[src/psr_consts.svh]
/*
  constants of the parameter save/restore command block: register offsets,
  command keys, the done value, subindex codes, category mask bits and table layout.
  assumes inclusion by bare name from the package and the design files.
*/
`ifndef PSR_CONSTS_SVH
`define PSR_CONSTS_SVH

// ************************************************************
// register offsets (byte addresses on the apb bus)
// ************************************************************
`define PSR_OFS_SAVE_SEL   12'h000
`define PSR_OFS_SAVE_VAL   12'h004
`define PSR_OFS_DISC_SEL   12'h008
`define PSR_OFS_DISC_VAL   12'h00C
`define PSR_OFS_BOOT_VAL   12'h010
`define PSR_OFS_STATUS     12'h014
`define PSR_OFS_STORED     12'h018

// ************************************************************
// command keys
// ************************************************************
`define PSR_KEY_SAVE       32'h65766173
`define PSR_KEY_DISCARD    32'h64616F6C
`define PSR_KEY_REBOOT     32'h746F6F62
`define PSR_DONE_VAL       32'h00000001

// ************************************************************
// subindex codes
// ************************************************************
`define PSR_SUB_ALL        8'h01
`define PSR_SUB_COMM       8'h02
`define PSR_SUB_APPL       8'h03
`define PSR_SUB_CUST       8'h04
`define PSR_SUB_DRIVE      8'h05
`define PSR_SUB_TUNE       8'h06
`define PSR_SUB_ETH        8'h0C

// ************************************************************
// category mask bits and layout
// ************************************************************
`define PSR_CAT_COMM       6'h01
`define PSR_CAT_APPL       6'h02
`define PSR_CAT_CUST       6'h04
`define PSR_CAT_DRIVE      6'h08
`define PSR_CAT_TUNE       6'h10
`define PSR_CAT_ETH        6'h20
`define PSR_CAT_NONE       6'h00
`define PSR_SLOTS          8
`define PSR_STEP_CYC       16

`endif

[src/psr_pkg.sv]
/*
  types of the parameter save/restore command block.
  assumes psr_consts.svh is on the include path.
*/
package psr_pkg;
  `include "psr_consts.svh"

  typedef logic [5:0] psr_cat_t;

  // one storage job handed to the storage sequencer
  typedef struct packed {
    logic valid;
    logic erase;
    psr_cat_t cats;
    logic [2:0] slot;
  } psr_job_s;

  typedef enum logic [1:0] {
    PSR_IDLE,
    PSR_BUSY,
    PSR_DONE
  } psr_state_e;
endpackage : psr_pkg

[src/psr_ctrl.sv]
/*
  parameter save/restore command block: apb register file for the save,
  discard and reboot command values, key checks, category mapping, and a
  restart request. assumes the medium handshakes on mem_req/mem_ack and
  the system restarts on restart_req.
*/
// The APB slave port and the register offsets are this design's own decisions.
`timescale 1ns/1ps
`include "psr_consts.svh"

// Function
// - save key on subindex persists category
// - finished save overwrites value with 1
// - save subindex to category mapping
// - discard key erases mapped category
// - discard mapping equals save mapping
// - discard leaves live values until restart
// - reboot key on subindex 01 restarts
// - factory reset keeps tuning category
// - tuning erased only via subindex 06
// - factory reset keeps ethernet category
// - only whole categories are persisted
module psr_ctrl
  import psr_pkg::*;
#(
  parameter int SLOTS = `PSR_SLOTS // depth of each command value table
)
(
  input wire logic pclk, // bus clock, 40 MHz
  input wire logic presetn, // async reset, low
  input wire logic psel, // apb select
  input wire logic penable, // apb access phase
  input wire logic pwrite, // apb direction
  input wire logic [11:0] paddr, // apb byte address
  input wire logic [31:0] pwdata, // apb write data
  output logic [31:0] prdata, // apb read data
  output logic pready, // apb ready
  output logic pslverr, // apb error
  output logic mem_req, // medium step request
  output logic mem_erase, // medium step erases
  output logic [5:0] mem_cat, // medium step category
  input wire logic mem_ack, // medium step done
  output logic restart_req // controller restart
);
  import psr_pkg::*;

  // ************************************************************
  // registers
  // ************************************************************
  logic [7:0] save_sel_r;
  logic [7:0] disc_sel_r;
  logic [31:0] save_val_r [SLOTS];
  logic [31:0] disc_val_r [SLOTS];
  logic [31:0] boot_val_r;
  logic [5:0] stored_r; // categories that hold persisted data
  logic restart_r;
  logic pend_erase_r;
  logic [2:0] pend_slot_r;
  psr_cat_t pend_cats_r;
  psr_job_s job;
  logic busy;
  logic done;
  logic wr_acc;
  logic rd_acc;
  logic addr_ok;
  logic cmd_idle;

  // the slot index is three bits wide, so the tables cannot be resized
  if (SLOTS != `PSR_SLOTS) begin : g_slots_check
    $error("psr_ctrl: SLOTS must equal the slot table depth");
  end

  // subindex to slot; 7 marks an unmapped subindex
  function automatic logic [2:0] sub_slot(input logic [7:0] sub);
    if (sub == `PSR_SUB_ALL) sub_slot = 3'h0;
    else if (sub == `PSR_SUB_COMM) sub_slot = 3'h1;
    else if (sub == `PSR_SUB_APPL) sub_slot = 3'h2;
    else if (sub == `PSR_SUB_CUST) sub_slot = 3'h3;
    else if (sub == `PSR_SUB_DRIVE) sub_slot = 3'h4;
    else if (sub == `PSR_SUB_TUNE) sub_slot = 3'h5;
    else if (sub == `PSR_SUB_ETH) sub_slot = 3'h6;
    else sub_slot = 3'h7;
  endfunction : sub_slot

  // slot to category mask, shared by save and discard
  function automatic psr_cat_t slot_cats(input logic [2:0] s);
    case (s)
      3'h0: slot_cats = `PSR_CAT_COMM | `PSR_CAT_APPL | `PSR_CAT_CUST
                        | `PSR_CAT_DRIVE;
      3'h1: slot_cats = `PSR_CAT_COMM;
      3'h2: slot_cats = `PSR_CAT_APPL;
      3'h3: slot_cats = `PSR_CAT_CUST;
      3'h4: slot_cats = `PSR_CAT_DRIVE;
      3'h5: slot_cats = `PSR_CAT_TUNE;
      3'h6: slot_cats = `PSR_CAT_ETH;
      default: slot_cats = `PSR_CAT_NONE;
    endcase
  endfunction : slot_cats

  // ************************************************************
  // apb slave: zero wait states, error on unmapped address
  // ************************************************************
  assign pready = 1'b1;
  assign addr_ok = (paddr == `PSR_OFS_SAVE_SEL) || (paddr == `PSR_OFS_SAVE_VAL)
                   || (paddr == `PSR_OFS_DISC_SEL) || (paddr == `PSR_OFS_DISC_VAL)
                   || (paddr == `PSR_OFS_BOOT_VAL) || (paddr == `PSR_OFS_STATUS)
                   || (paddr == `PSR_OFS_STORED);
  assign pslverr = psel && penable && !addr_ok;
  assign wr_acc = psel && penable && pwrite && addr_ok;
  assign rd_acc = psel && penable && !pwrite;

  // read data is registered at the setup cycle so it is stable in access
  always_ff @(posedge pclk or negedge presetn) begin
    if (!presetn) begin
      prdata <= 32'h00000000;
    end else if (psel && !penable && !pwrite) begin
      if (paddr == `PSR_OFS_SAVE_SEL) prdata <= {24'h000000, save_sel_r};
      else if (paddr == `PSR_OFS_SAVE_VAL) prdata <= save_val_r[sub_slot(save_sel_r)];
      else if (paddr == `PSR_OFS_DISC_SEL) prdata <= {24'h000000, disc_sel_r};
      else if (paddr == `PSR_OFS_DISC_VAL) prdata <= disc_val_r[sub_slot(disc_sel_r)];
      else if (paddr == `PSR_OFS_BOOT_VAL) prdata <= boot_val_r;
      else if (paddr == `PSR_OFS_STATUS) prdata <= {30'h00000000, restart_r, busy};
      else if (paddr == `PSR_OFS_STORED) prdata <= {26'h0000000, stored_r};
      else prdata <= 32'h00000000;
    end
  end

  // subindex selectors
  always_ff @(posedge pclk or negedge presetn) begin
    if (!presetn) begin
      save_sel_r <= `PSR_SUB_ALL;
      disc_sel_r <= `PSR_SUB_ALL;
    end else if (wr_acc) begin
      if (paddr == `PSR_OFS_SAVE_SEL) save_sel_r <= pwdata[7:0];
      else if (paddr == `PSR_OFS_DISC_SEL) disc_sel_r <= pwdata[7:0];
    end
  end

  // ************************************************************
  // command values and job launch
  // ************************************************************
  // writes to an unmapped subindex are dropped; a keyed write while a job
  // runs or waits is stored but launches nothing, so commands never overlap
  // and the slot that gets the done value always belongs to the running job
  always_ff @(posedge pclk or negedge presetn) begin
    if (!presetn) begin
      for (int i = 0; i < SLOTS; i++) begin
        save_val_r[i] <= 32'h00000000;
        disc_val_r[i] <= 32'h00000000;
      end
      pend_cats_r <= `PSR_CAT_NONE;
      pend_erase_r <= 1'b0;
      pend_slot_r <= 3'h0;
    end else begin
      if (done && !pend_erase_r) begin
        save_val_r[pend_slot_r] <= `PSR_DONE_VAL;
      end
      if (wr_acc && paddr == `PSR_OFS_SAVE_VAL && sub_slot(save_sel_r) != 3'h7) begin
        save_val_r[sub_slot(save_sel_r)] <= pwdata;
        if (pwdata == `PSR_KEY_SAVE && cmd_idle) begin
          pend_cats_r <= slot_cats(sub_slot(save_sel_r));
          pend_erase_r <= 1'b0;
          pend_slot_r <= sub_slot(save_sel_r);
        end
      end
      if (wr_acc && paddr == `PSR_OFS_DISC_VAL && sub_slot(disc_sel_r) != 3'h7) begin
        disc_val_r[sub_slot(disc_sel_r)] <= pwdata;
        if (pwdata == `PSR_KEY_DISCARD && cmd_idle) begin
          pend_cats_r <= slot_cats(sub_slot(disc_sel_r));
          pend_erase_r <= 1'b1;
          pend_slot_r <= sub_slot(disc_sel_r);
        end
      end
      if (job.valid) begin
        pend_cats_r <= `PSR_CAT_NONE;
      end
    end
  end

  // a job is handed over one cycle after the keyed write
  assign cmd_idle = !busy && (pend_cats_r == `PSR_CAT_NONE);
  // one driver for the whole job word: valid, erase, categories, slot
  assign job = {(pend_cats_r != `PSR_CAT_NONE) && !busy, pend_erase_r, pend_cats_r,
                pend_slot_r};

  // persisted-category record; live parameters are not touched by a discard
  always_ff @(posedge pclk or negedge presetn) begin
    if (!presetn) begin
      stored_r <= `PSR_CAT_NONE;
    end else if (mem_req && mem_ack) begin
      if (mem_erase) stored_r <= stored_r & ~mem_cat;
      else stored_r <= stored_r | mem_cat;
    end
  end

  // ************************************************************
  // reboot
  // ************************************************************
  // restart waits for an idle medium so a save is never cut short
  always_ff @(posedge pclk or negedge presetn) begin
    if (!presetn) begin
      boot_val_r <= 32'h00000000;
      restart_r <= 1'b0;
    end else begin
      if (wr_acc && paddr == `PSR_OFS_BOOT_VAL) begin
        boot_val_r <= pwdata;
        if (pwdata == `PSR_KEY_REBOOT) restart_r <= 1'b1;
      end
    end
  end
  assign restart_req = restart_r && !busy && (pend_cats_r == `PSR_CAT_NONE);

  psr_store_seq psr_store_seq_inst (
    .pclk(pclk),
    .presetn(presetn),
    .job(job),
    .busy(busy),
    .done(done),
    .mem_req_r(mem_req),
    .mem_erase_r(mem_erase),
    .mem_cat_r(mem_cat),
    .mem_ack(mem_ack)
  );

  // ************************************************************
  // assertions
  // ************************************************************
  a_factory_keeps_tune: assert property (@(posedge pclk) disable iff (!presetn)
    job.valid && job.slot == 3'h0 |-> !job.cats[4])
    else $error("factory reset touches tuning");
  a_factory_keeps_eth: assert property (@(posedge pclk) disable iff (!presetn)
    job.valid && job.slot == 3'h0 |-> !job.cats[5])
    else $error("factory reset touches ethernet");
  a_tune_erase_only: assert property (@(posedge pclk) disable iff (!presetn)
    job.valid && job.erase && job.cats[4] |-> job.slot == 3'h5)
    else $error("tuning erased from wrong subindex");
  a_save_key_starts: assert property (@(posedge pclk) disable iff (!presetn)
    wr_acc && paddr == `PSR_OFS_SAVE_VAL && pwdata == `PSR_KEY_SAVE
    && sub_slot(save_sel_r) != 3'h7 && cmd_idle |=> job.valid)
    else $error("save key did not start job");
  a_bad_key_idle: assert property (@(posedge pclk) disable iff (!presetn)
    !busy && pend_cats_r == `PSR_CAT_NONE && wr_acc && paddr == `PSR_OFS_SAVE_VAL
    && pwdata != `PSR_KEY_SAVE |=> !job.valid)
    else $error("wrong key started job");
  a_done_writes_one: assert property (@(posedge pclk) disable iff (!presetn)
    done && !pend_erase_r && !(wr_acc && paddr == `PSR_OFS_SAVE_VAL)
    |=> save_val_r[$past(pend_slot_r)] == `PSR_DONE_VAL)
    else $error("save end not reported");
  a_one_cat_step: assert property (@(posedge pclk) disable iff (!presetn)
    mem_req |-> $onehot(mem_cat) && (mem_cat & ~`PSR_CAT_NONE) != 6'h00)
    else $error("medium step not whole category");
  a_reboot_key: assert property (@(posedge pclk) disable iff (!presetn)
    wr_acc && paddr == `PSR_OFS_BOOT_VAL && pwdata == `PSR_KEY_REBOOT |=> restart_r)
    else $error("reboot key ignored");
  a_discard_live: assert property (@(posedge pclk) disable iff (!presetn)
    mem_req && mem_erase |-> !restart_req)
    else $error("restart during discard");

  // category maps of the job word; save and discard share one table, so a
  // wrong entry would show on both commands at once
  a_map_all: assert property (@(posedge pclk) disable iff (!presetn)
    job.valid && job.slot == 3'h0
    |-> job.cats == (`PSR_CAT_COMM | `PSR_CAT_APPL | `PSR_CAT_CUST | `PSR_CAT_DRIVE))
    else $error("subindex 01 maps the wrong categories");

  a_map_comm: assert property (@(posedge pclk) disable iff (!presetn)
    job.valid && job.slot == 3'h1 |-> job.cats == `PSR_CAT_COMM)
    else $error("subindex 02 not mapped to communication");

  a_map_tune: assert property (@(posedge pclk) disable iff (!presetn)
    job.valid && job.slot == 3'h5 |-> job.cats == `PSR_CAT_TUNE)
    else $error("subindex 06 not mapped to tuning");

  a_map_eth: assert property (@(posedge pclk) disable iff (!presetn)
    job.valid && job.slot == 3'h6 |-> job.cats == `PSR_CAT_ETH)
    else $error("subindex 0C not mapped to ethernet");

  // tuning and ethernet are reached only through their own subindex, which
  // keeps auto-setup results and network settings through a factory reset
  a_tune_save_only: assert property (@(posedge pclk) disable iff (!presetn)
    job.valid && !job.erase && job.cats[4] |-> job.slot == 3'h5)
    else $error("tuning saved from wrong subindex");

  a_eth_save_only: assert property (@(posedge pclk) disable iff (!presetn)
    job.valid && !job.erase && job.cats[5] |-> job.slot == 3'h6)
    else $error("ethernet saved from wrong subindex");

  a_eth_erase_only: assert property (@(posedge pclk) disable iff (!presetn)
    job.valid && job.erase && job.cats[5] |-> job.slot == 3'h6)
    else $error("ethernet erased from wrong subindex");

  // key handling: only the right key launches, and a read never does; a job
  // waiting for the sequencer is taken on the very next edge
  a_disc_key_starts: assert property (@(posedge pclk) disable iff (!presetn)
    wr_acc && paddr == `PSR_OFS_DISC_VAL && pwdata == `PSR_KEY_DISCARD
    && sub_slot(disc_sel_r) != 3'h7 && cmd_idle |=> job.valid && job.erase)
    else $error("discard key did not start erase");

  a_bad_disc_idle: assert property (@(posedge pclk) disable iff (!presetn)
    cmd_idle && wr_acc && paddr == `PSR_OFS_DISC_VAL && pwdata != `PSR_KEY_DISCARD
    |=> !job.valid)
    else $error("wrong discard key started job");

  a_read_no_launch: assert property (@(posedge pclk) disable iff (!presetn)
    cmd_idle && rd_acc |=> !job.valid)
    else $error("register read started job");

  a_handover: assert property (@(posedge pclk) disable iff (!presetn)
    job.valid |=> busy && pend_cats_r == `PSR_CAT_NONE)
    else $error("job not taken by the sequencer");

  // the stored record follows each finished step, and a restart waits for an
  // idle medium so no save is cut short
  a_persist_sets: assert property (@(posedge pclk) disable iff (!presetn)
    mem_req && mem_ack && !mem_erase
    |=> (stored_r & $past(mem_cat)) == $past(mem_cat))
    else $error("persisted category not recorded");

  a_erase_clears: assert property (@(posedge pclk) disable iff (!presetn)
    mem_req && mem_ack && mem_erase |=> (stored_r & $past(mem_cat)) == `PSR_CAT_NONE)
    else $error("erased category still recorded");

  a_step_holds: assert property (@(posedge pclk) disable iff (!presetn)
    mem_req && !mem_ack |=> mem_req && $stable(mem_cat))
    else $error("medium step dropped before its answer");

  a_restart_idle: assert property (@(posedge pclk) disable iff (!presetn)
    restart_req |-> !busy && !mem_req)
    else $error("restart while the medium is busy");

  a_restart_latch: assert property (@(posedge pclk) disable iff (!presetn)
    restart_r |=> restart_r)
    else $error("restart request dropped");

  // ************************************************************
  // covers
  // ************************************************************
  c_save_done: cover property (@(posedge pclk) disable iff (!presetn) done && !pend_erase_r);
  c_discard_done: cover property (@(posedge pclk) disable iff (!presetn) done && pend_erase_r);
  c_restart: cover property (@(posedge pclk) disable iff (!presetn) restart_req);
  c_factory_reset: cover property (@(posedge pclk) disable iff (!presetn)
    job.valid && job.erase && job.slot == 3'h0);
  c_bad_key: cover property (@(posedge pclk) disable iff (!presetn)
    wr_acc && paddr == `PSR_OFS_SAVE_VAL && pwdata != `PSR_KEY_SAVE);
endmodule : psr_ctrl

[src/psr_store_seq.sv]
/*
  storage sequencer: walks one category at a time through the medium port,
  persisting or erasing, and reports a one-cycle done pulse.
  assumes the medium answers each category step with mem_ack.
*/
`timescale 1ns/1ps
module psr_store_seq
  import psr_pkg::*;
(
  input wire logic pclk, // bus clock
  input wire logic presetn, // async reset, low
  input wire psr_pkg::psr_job_s job, // job request
  output logic busy, // job in progress
  output logic done, // one-cycle job end
  output logic mem_req_r, // medium request
  output logic mem_erase_r, // 1 erase, 0 persist
  output logic [5:0] mem_cat_r, // one-hot category
  input wire logic mem_ack // medium step done
);
  psr_state_e state_r;
  psr_cat_t left_r;
  logic erase_r;

  function automatic psr_cat_t low_bit(input psr_cat_t m);
    low_bit = m & (~m + 6'h01);
  endfunction : low_bit

  assign busy = (state_r != PSR_IDLE);

  // walk the category mask; whole categories only
  always_ff @(posedge pclk or negedge presetn) begin
    if (!presetn) begin
      state_r <= PSR_IDLE;
      left_r <= `PSR_CAT_NONE;
      erase_r <= 1'b0;
      mem_req_r <= 1'b0;
      mem_erase_r <= 1'b0;
      mem_cat_r <= `PSR_CAT_NONE;
      done <= 1'b0;
    end else begin
      done <= 1'b0;
      case (state_r)
        PSR_IDLE: begin
          if (job.valid && job.cats != `PSR_CAT_NONE) begin
            left_r <= job.cats;
            erase_r <= job.erase;
            state_r <= PSR_BUSY;
          end
        end
        PSR_BUSY: begin
          if (!mem_req_r) begin
            mem_req_r <= 1'b1;
            mem_erase_r <= erase_r;
            mem_cat_r <= low_bit(left_r);
          end else if (mem_ack) begin
            mem_req_r <= 1'b0;
            left_r <= left_r & ~mem_cat_r;
            if ((left_r & ~mem_cat_r) == `PSR_CAT_NONE) begin
              state_r <= PSR_DONE;
            end
          end
        end
        PSR_DONE: begin
          done <= 1'b1;
          state_r <= PSR_IDLE;
        end
        default: state_r <= PSR_IDLE;
      endcase
    end
  end
endmodule : psr_store_seq

[config.mk]
export PLATFORM = sky130hd
export DESIGN_NAME = psr_ctrl
export DESIGN_NICKNAME = d
export VERILOG_FILES = /design/src/psr_pkg.sv /design/src/psr_ctrl.sv /design/src/psr_store_seq.sv
export VERILOG_INCLUDE_DIRS = /design/src
export SDC_FILE = /design/constraint.sdc
export NUM_CORES = 1
export LEC_CHECK = 0
export ABC_CLOCK_PERIOD_IN_PS = 8100
export BUFFER_PORTS_ARGS = -buffer_cell sky130_fd_sc_hd__clkbuf_2
export CAP_MARGIN = 10
export CORE_ASPECT_RATIO = 0.5
export CORE_MARGIN = 3
export CORE_UTILIZATION = 27
export CTS_BUF_LIST = sky130_fd_sc_hd__clkbuf_8
export DETAILED_ROUTE_END_ITERATION = 12
export GPL_ROUTABILITY_DRIVEN = 1
export HOLD_SLACK_MARGIN = 0.02
export SLEW_MARGIN = 20
export SYNTH_ARGS = -nofsm -noshare
export SYNTH_HDL_FRONTEND = slang
export SYNTH_SLANG_ARGS = --single-unit
[constraint.sdc]
create_clock -name pclk -period 8.1 [get_ports pclk]
set_input_delay 1.62 -clock pclk [delete_from_list [all_inputs] [get_ports pclk]]
set_output_delay 1.62 -clock pclk [all_outputs]
set_load 0.02 [all_outputs]
==> results.sh <==
export IMPL_wirelength_um=89100
export IMPL_ir_drop_uv=117
export IMPL_r2r_start="disc_sel_r[4]$_DFFE_PN0P_"
export IMPL_ios=93
export IMPL_dieArea_sq_um=111000
export IMPL_antenna_found_initial=11
export IMPL_cts_root_buf="clkbuf_8"
export IMPL_clock_sinks=627
export IMPL_rsz0062_at_grt="no"
export IMPL_crit_fanout=8
export IMPL_period_share_pct=59.7
export IMPL_reg2reg_slack_ns=3.80
export IMPL_core_sq_um=106000
export IMPL_setup_tns_ns=0
export IMPL_synth_edf_count=0
export IMPL_syn_area_sq_um=28900
export IMPL_power_frac_comb_pct=4.9
export IMPL_p_int_mw=4.77
export IMPL_pre_cts_slack_ns=2.99
export IMPL_finalHoldViolCount=0
export IMPL_die_w_um=469
export IMPL_ys_seq_elements=627
export IMPL_synth_area_leaders="dfrtp_1 (54%), mux2_2 (12%), nand2_1 (7.1%)"
export IMPL_vias=22100
export IMPL_outcome="completed"
export IMPL_post_synth_num_cell_types=75
export IMPL_synth_top_area_share_pct=54.1
export IMPL_layout_commonest_cell="dfrtp_1"
export IMPL_cts_buffers_inserted=106
export IMPL_grt_pass1_vias=21900
export IMPL_yosysTopAreaCell="dfrtp_1"
export IMPL_dp_hpwl_um=55900
export IMPL_ant_nets=0
export IMPL_period_needed_ns=4.83
export IMPL_drtIter0Drc=2016
export IMPL_initial_utilization_pct=27.4
export IMPL_min_path_type="reg2reg"
export IMPL_reg2reg_to="pend_slot_r[1]$_DFF_PN0_"
export IMPL_fmax_ghz=0.207
export IMPL_grt_overflow=0
export IMPL_synth_warnings=0
export IMPL_timing_critical_path_from_type="input pin"
export IMPL_cts_clk_slew_worst_paths_ns=0.06
export IMPL_critPathArrivalTime_ns=3.21
export IMPL_mostFrequentLayoutCells="dfrtp_1 (624), nand2_1 (544), mux2_2 (296), o21ai_0 (263), clkbuf_8 (137)"
export IMPL_firstDrtPassIters=6
export IMPL_holdPathEnd="disc_val_r[6]$_DFFE_PN0P_"
export IMPL_seq_power_share_pct=50.5
export IMPL_worstSetupPathType="in2out"
export IMPL_ctsLongestPathBuffers=3
export IMPL_power_switching_share_pct=25.2
export IMPL_grt_usage_pct=15.7
export IMPL_drive_gt1_share_pct=21.9
export IMPL_worst_skew_pair_late_latency_ns=0.72
export IMPL_power_density_nw_per_um2=195
export IMPL_io_buffers=91
export IMPL_cts_tree="done"
export IMPL_syn_nets=2855
export IMPL_cap_violations=0
export IMPL_fin_skew_ns=0.0331
export IMPL_synthSimpleGateAreaFrac_pct=14.9
export IMPL_worst_slew_pin_slew_ns=1.18
export IMPL_postCtsSetupBuffers=0
export IMPL_setup_ws_ns=3.27
export IMPL_die_h_um=237
export IMPL_required_ns=6.48
export IMPL_max_slew_margin_pct=21.6
export IMPL_synth_xor_area_share_pct=0.0303
export IMPL_grt_max_degree=190
export IMPL_syn_inst=2805
export IMPL_drt_vias_per_instance=5.14
export IMPL_synth_top_family_by_area="simple AND/OR/NAND/NOR gates"
export IMPL_muxShareOfSynthArea_pct=13.6
export IMPL_seq_area_frac_synth_pct=54.3
export IMPL_cts_htree_levels=3
export IMPL_power_leakage_nw=14.9
export IMPL_num_rows=84
export IMPL_globalplace_congestion=0.893
export IMPL_power_switching_mw=1.61
export IMPL_fin_nets=2830
export IMPL_area_growth_pct=13.1
export IMPL_hold_buffers=0
export IMPL_hp_start="disc_val_r[6]$_DFFE_PN0P_"
export IMPL_synth_adder_area_share_pct=0
export IMPL_wl_per_cell_um=20.7
export IMPL_postSynthAreaPerCell_sq_um=10.3
export IMPL_ys_dominant_reg_cell="dfrtp_1"
export IMPL_slew_violations=0
export IMPL_reg2regPathDepth=6
export IMPL_p_clk_share_pct=44.5
export IMPL_cts_repair_resized=0
export IMPL_remaining_drc_errors=0
export IMPL_critPathCaptureType="output port"
export IMPL_hold_depth=0
export IMPL_synthArstFlopShare_pct=100
export IMPL_grt_pass1_wl_um=136000
export IMPL_setup_viol=0
export IMPL_synth_compound_area_share_pct=13.2
==> cell usage after synthesis (7+ instances only) <==
master    count
a311oi_1      7
nor2b_1      47
a22oi_1      22
a22o_1        7
a221oi_1     39
buf_2        42
buf_4        15
nand3_1      61
clkbuf_1    194
dfrtp_1     625
nor4_1       16
a21o_1        7
and2_1        8
a21oi_1      91
nor3b_1      12
nand4_1      11
o22ai_1      68
buf_1        14
a211o_1       7
inv_1        12
mux2_2      296
nand2b_1     15
nand2_1     545
or4_1        25
mux2i_1      57
o21ai_0     263
or3_1        12
nand3b_1     10
o21ai_1      21
nor2_1       81
nor3_1       33
o221ai_1     33
==> final cells by class <==
| class | instances | area [sq um] |
|---|---|---|
| multi-input cells | 1901 | 12200 |
| flip-flops and latches | 627 | 15700 |
| repair buffers | 132 | 831 |
| fillers | 10700 | 72900 |
| inverters | 12 | 45.0 |
| clock buffers | 137 | 1890 |
| diodes | 8 | 20.0 |
| well taps | 1419 | 1780 |
| clock inverters | 59 | 278 |
==> power by group through the flow <==
stage	clock network, mW	logic [mW]	registers (mW)
final	2.84	0.315	3.22
after global routing	3.04	0.342	3.22
after CTS	2.89	0.314	3.22
after detailed placement	0	0.313	3.28
after global placement	0	0.308	3.28
after floorplan	0	0.102	3.29
==> worst max-delay path, stage by stage <==
cell and delay [ns]:
clkbuf_2 0.10, or4_1 0.56, nor3_2 0.60, a21oi_1 0.15
clkbuf_2 0.19
==> metal layers <==
metal,vias to the layer above,share of wire [%],track usage (%)
li1,9881,-,-
met1,11200,45,21.9
met2,812,46,24.3
met3,157,7.1,3.05
met4,4,2.7,5.50
met5,-,0.027,0
==> worst max-delay path by stage <==
stage	start	endpoint	slack, ns
2_1_floorplan	paddr[11]	pslverr	3.74
3_5_place_dp	paddr[11]	disc_val_r[246]$_DFFE_PN0P_	2.99
3_3_place_gp	paddr[11]	disc_val_r[252]$_DFFE_PN0P_	3.04
6_report	paddr[11]	pslverr	3.27
4_1_cts	paddr[11]	pslverr	3.30
5_1_grt	paddr[11]	pslverr	3.21
==> cell families (layout without fill, tap and decap cells) <==
family,Yosys count,count (layout)
other,1,9
and+or+nand+nor,922,922
DFF,627,627
AOI/OAI and AO/OA,622,622
xor gates and xnor gates,1,1
buffers and inverters,277,340
muxes,355,355
==> sequential cells by signal (all words and copies together), names as in the netlist, 6 cells and up, named ones only <==
signal,cells
psr_store_seq_inst.left_r,6
prdata,32
psr_store_seq_inst.mem_cat_r,6
save_val_r,256
disc_sel_r,8
disc_val_r,256
save_sel_r,8
pend_cats_r,6
boot_val_r,32
==> per-stage QoR <==
step                      cells  power (mW)  hold WS (ns)  area [sq um]  util [%]
after floorplan            2805        3.39         0.429         28900         -
after global placement     4090        3.58         0.365         30500      28.8
after detailed placement   4090        3.59         0.366         30500      28.8
after CTS                  4286        6.42         0.380         32600      30.9
after global routing       4295        6.60         0.387         32700      30.9
final                      4295        6.38         0.377         32700      30.9
(Power assumes the default switching activity.)
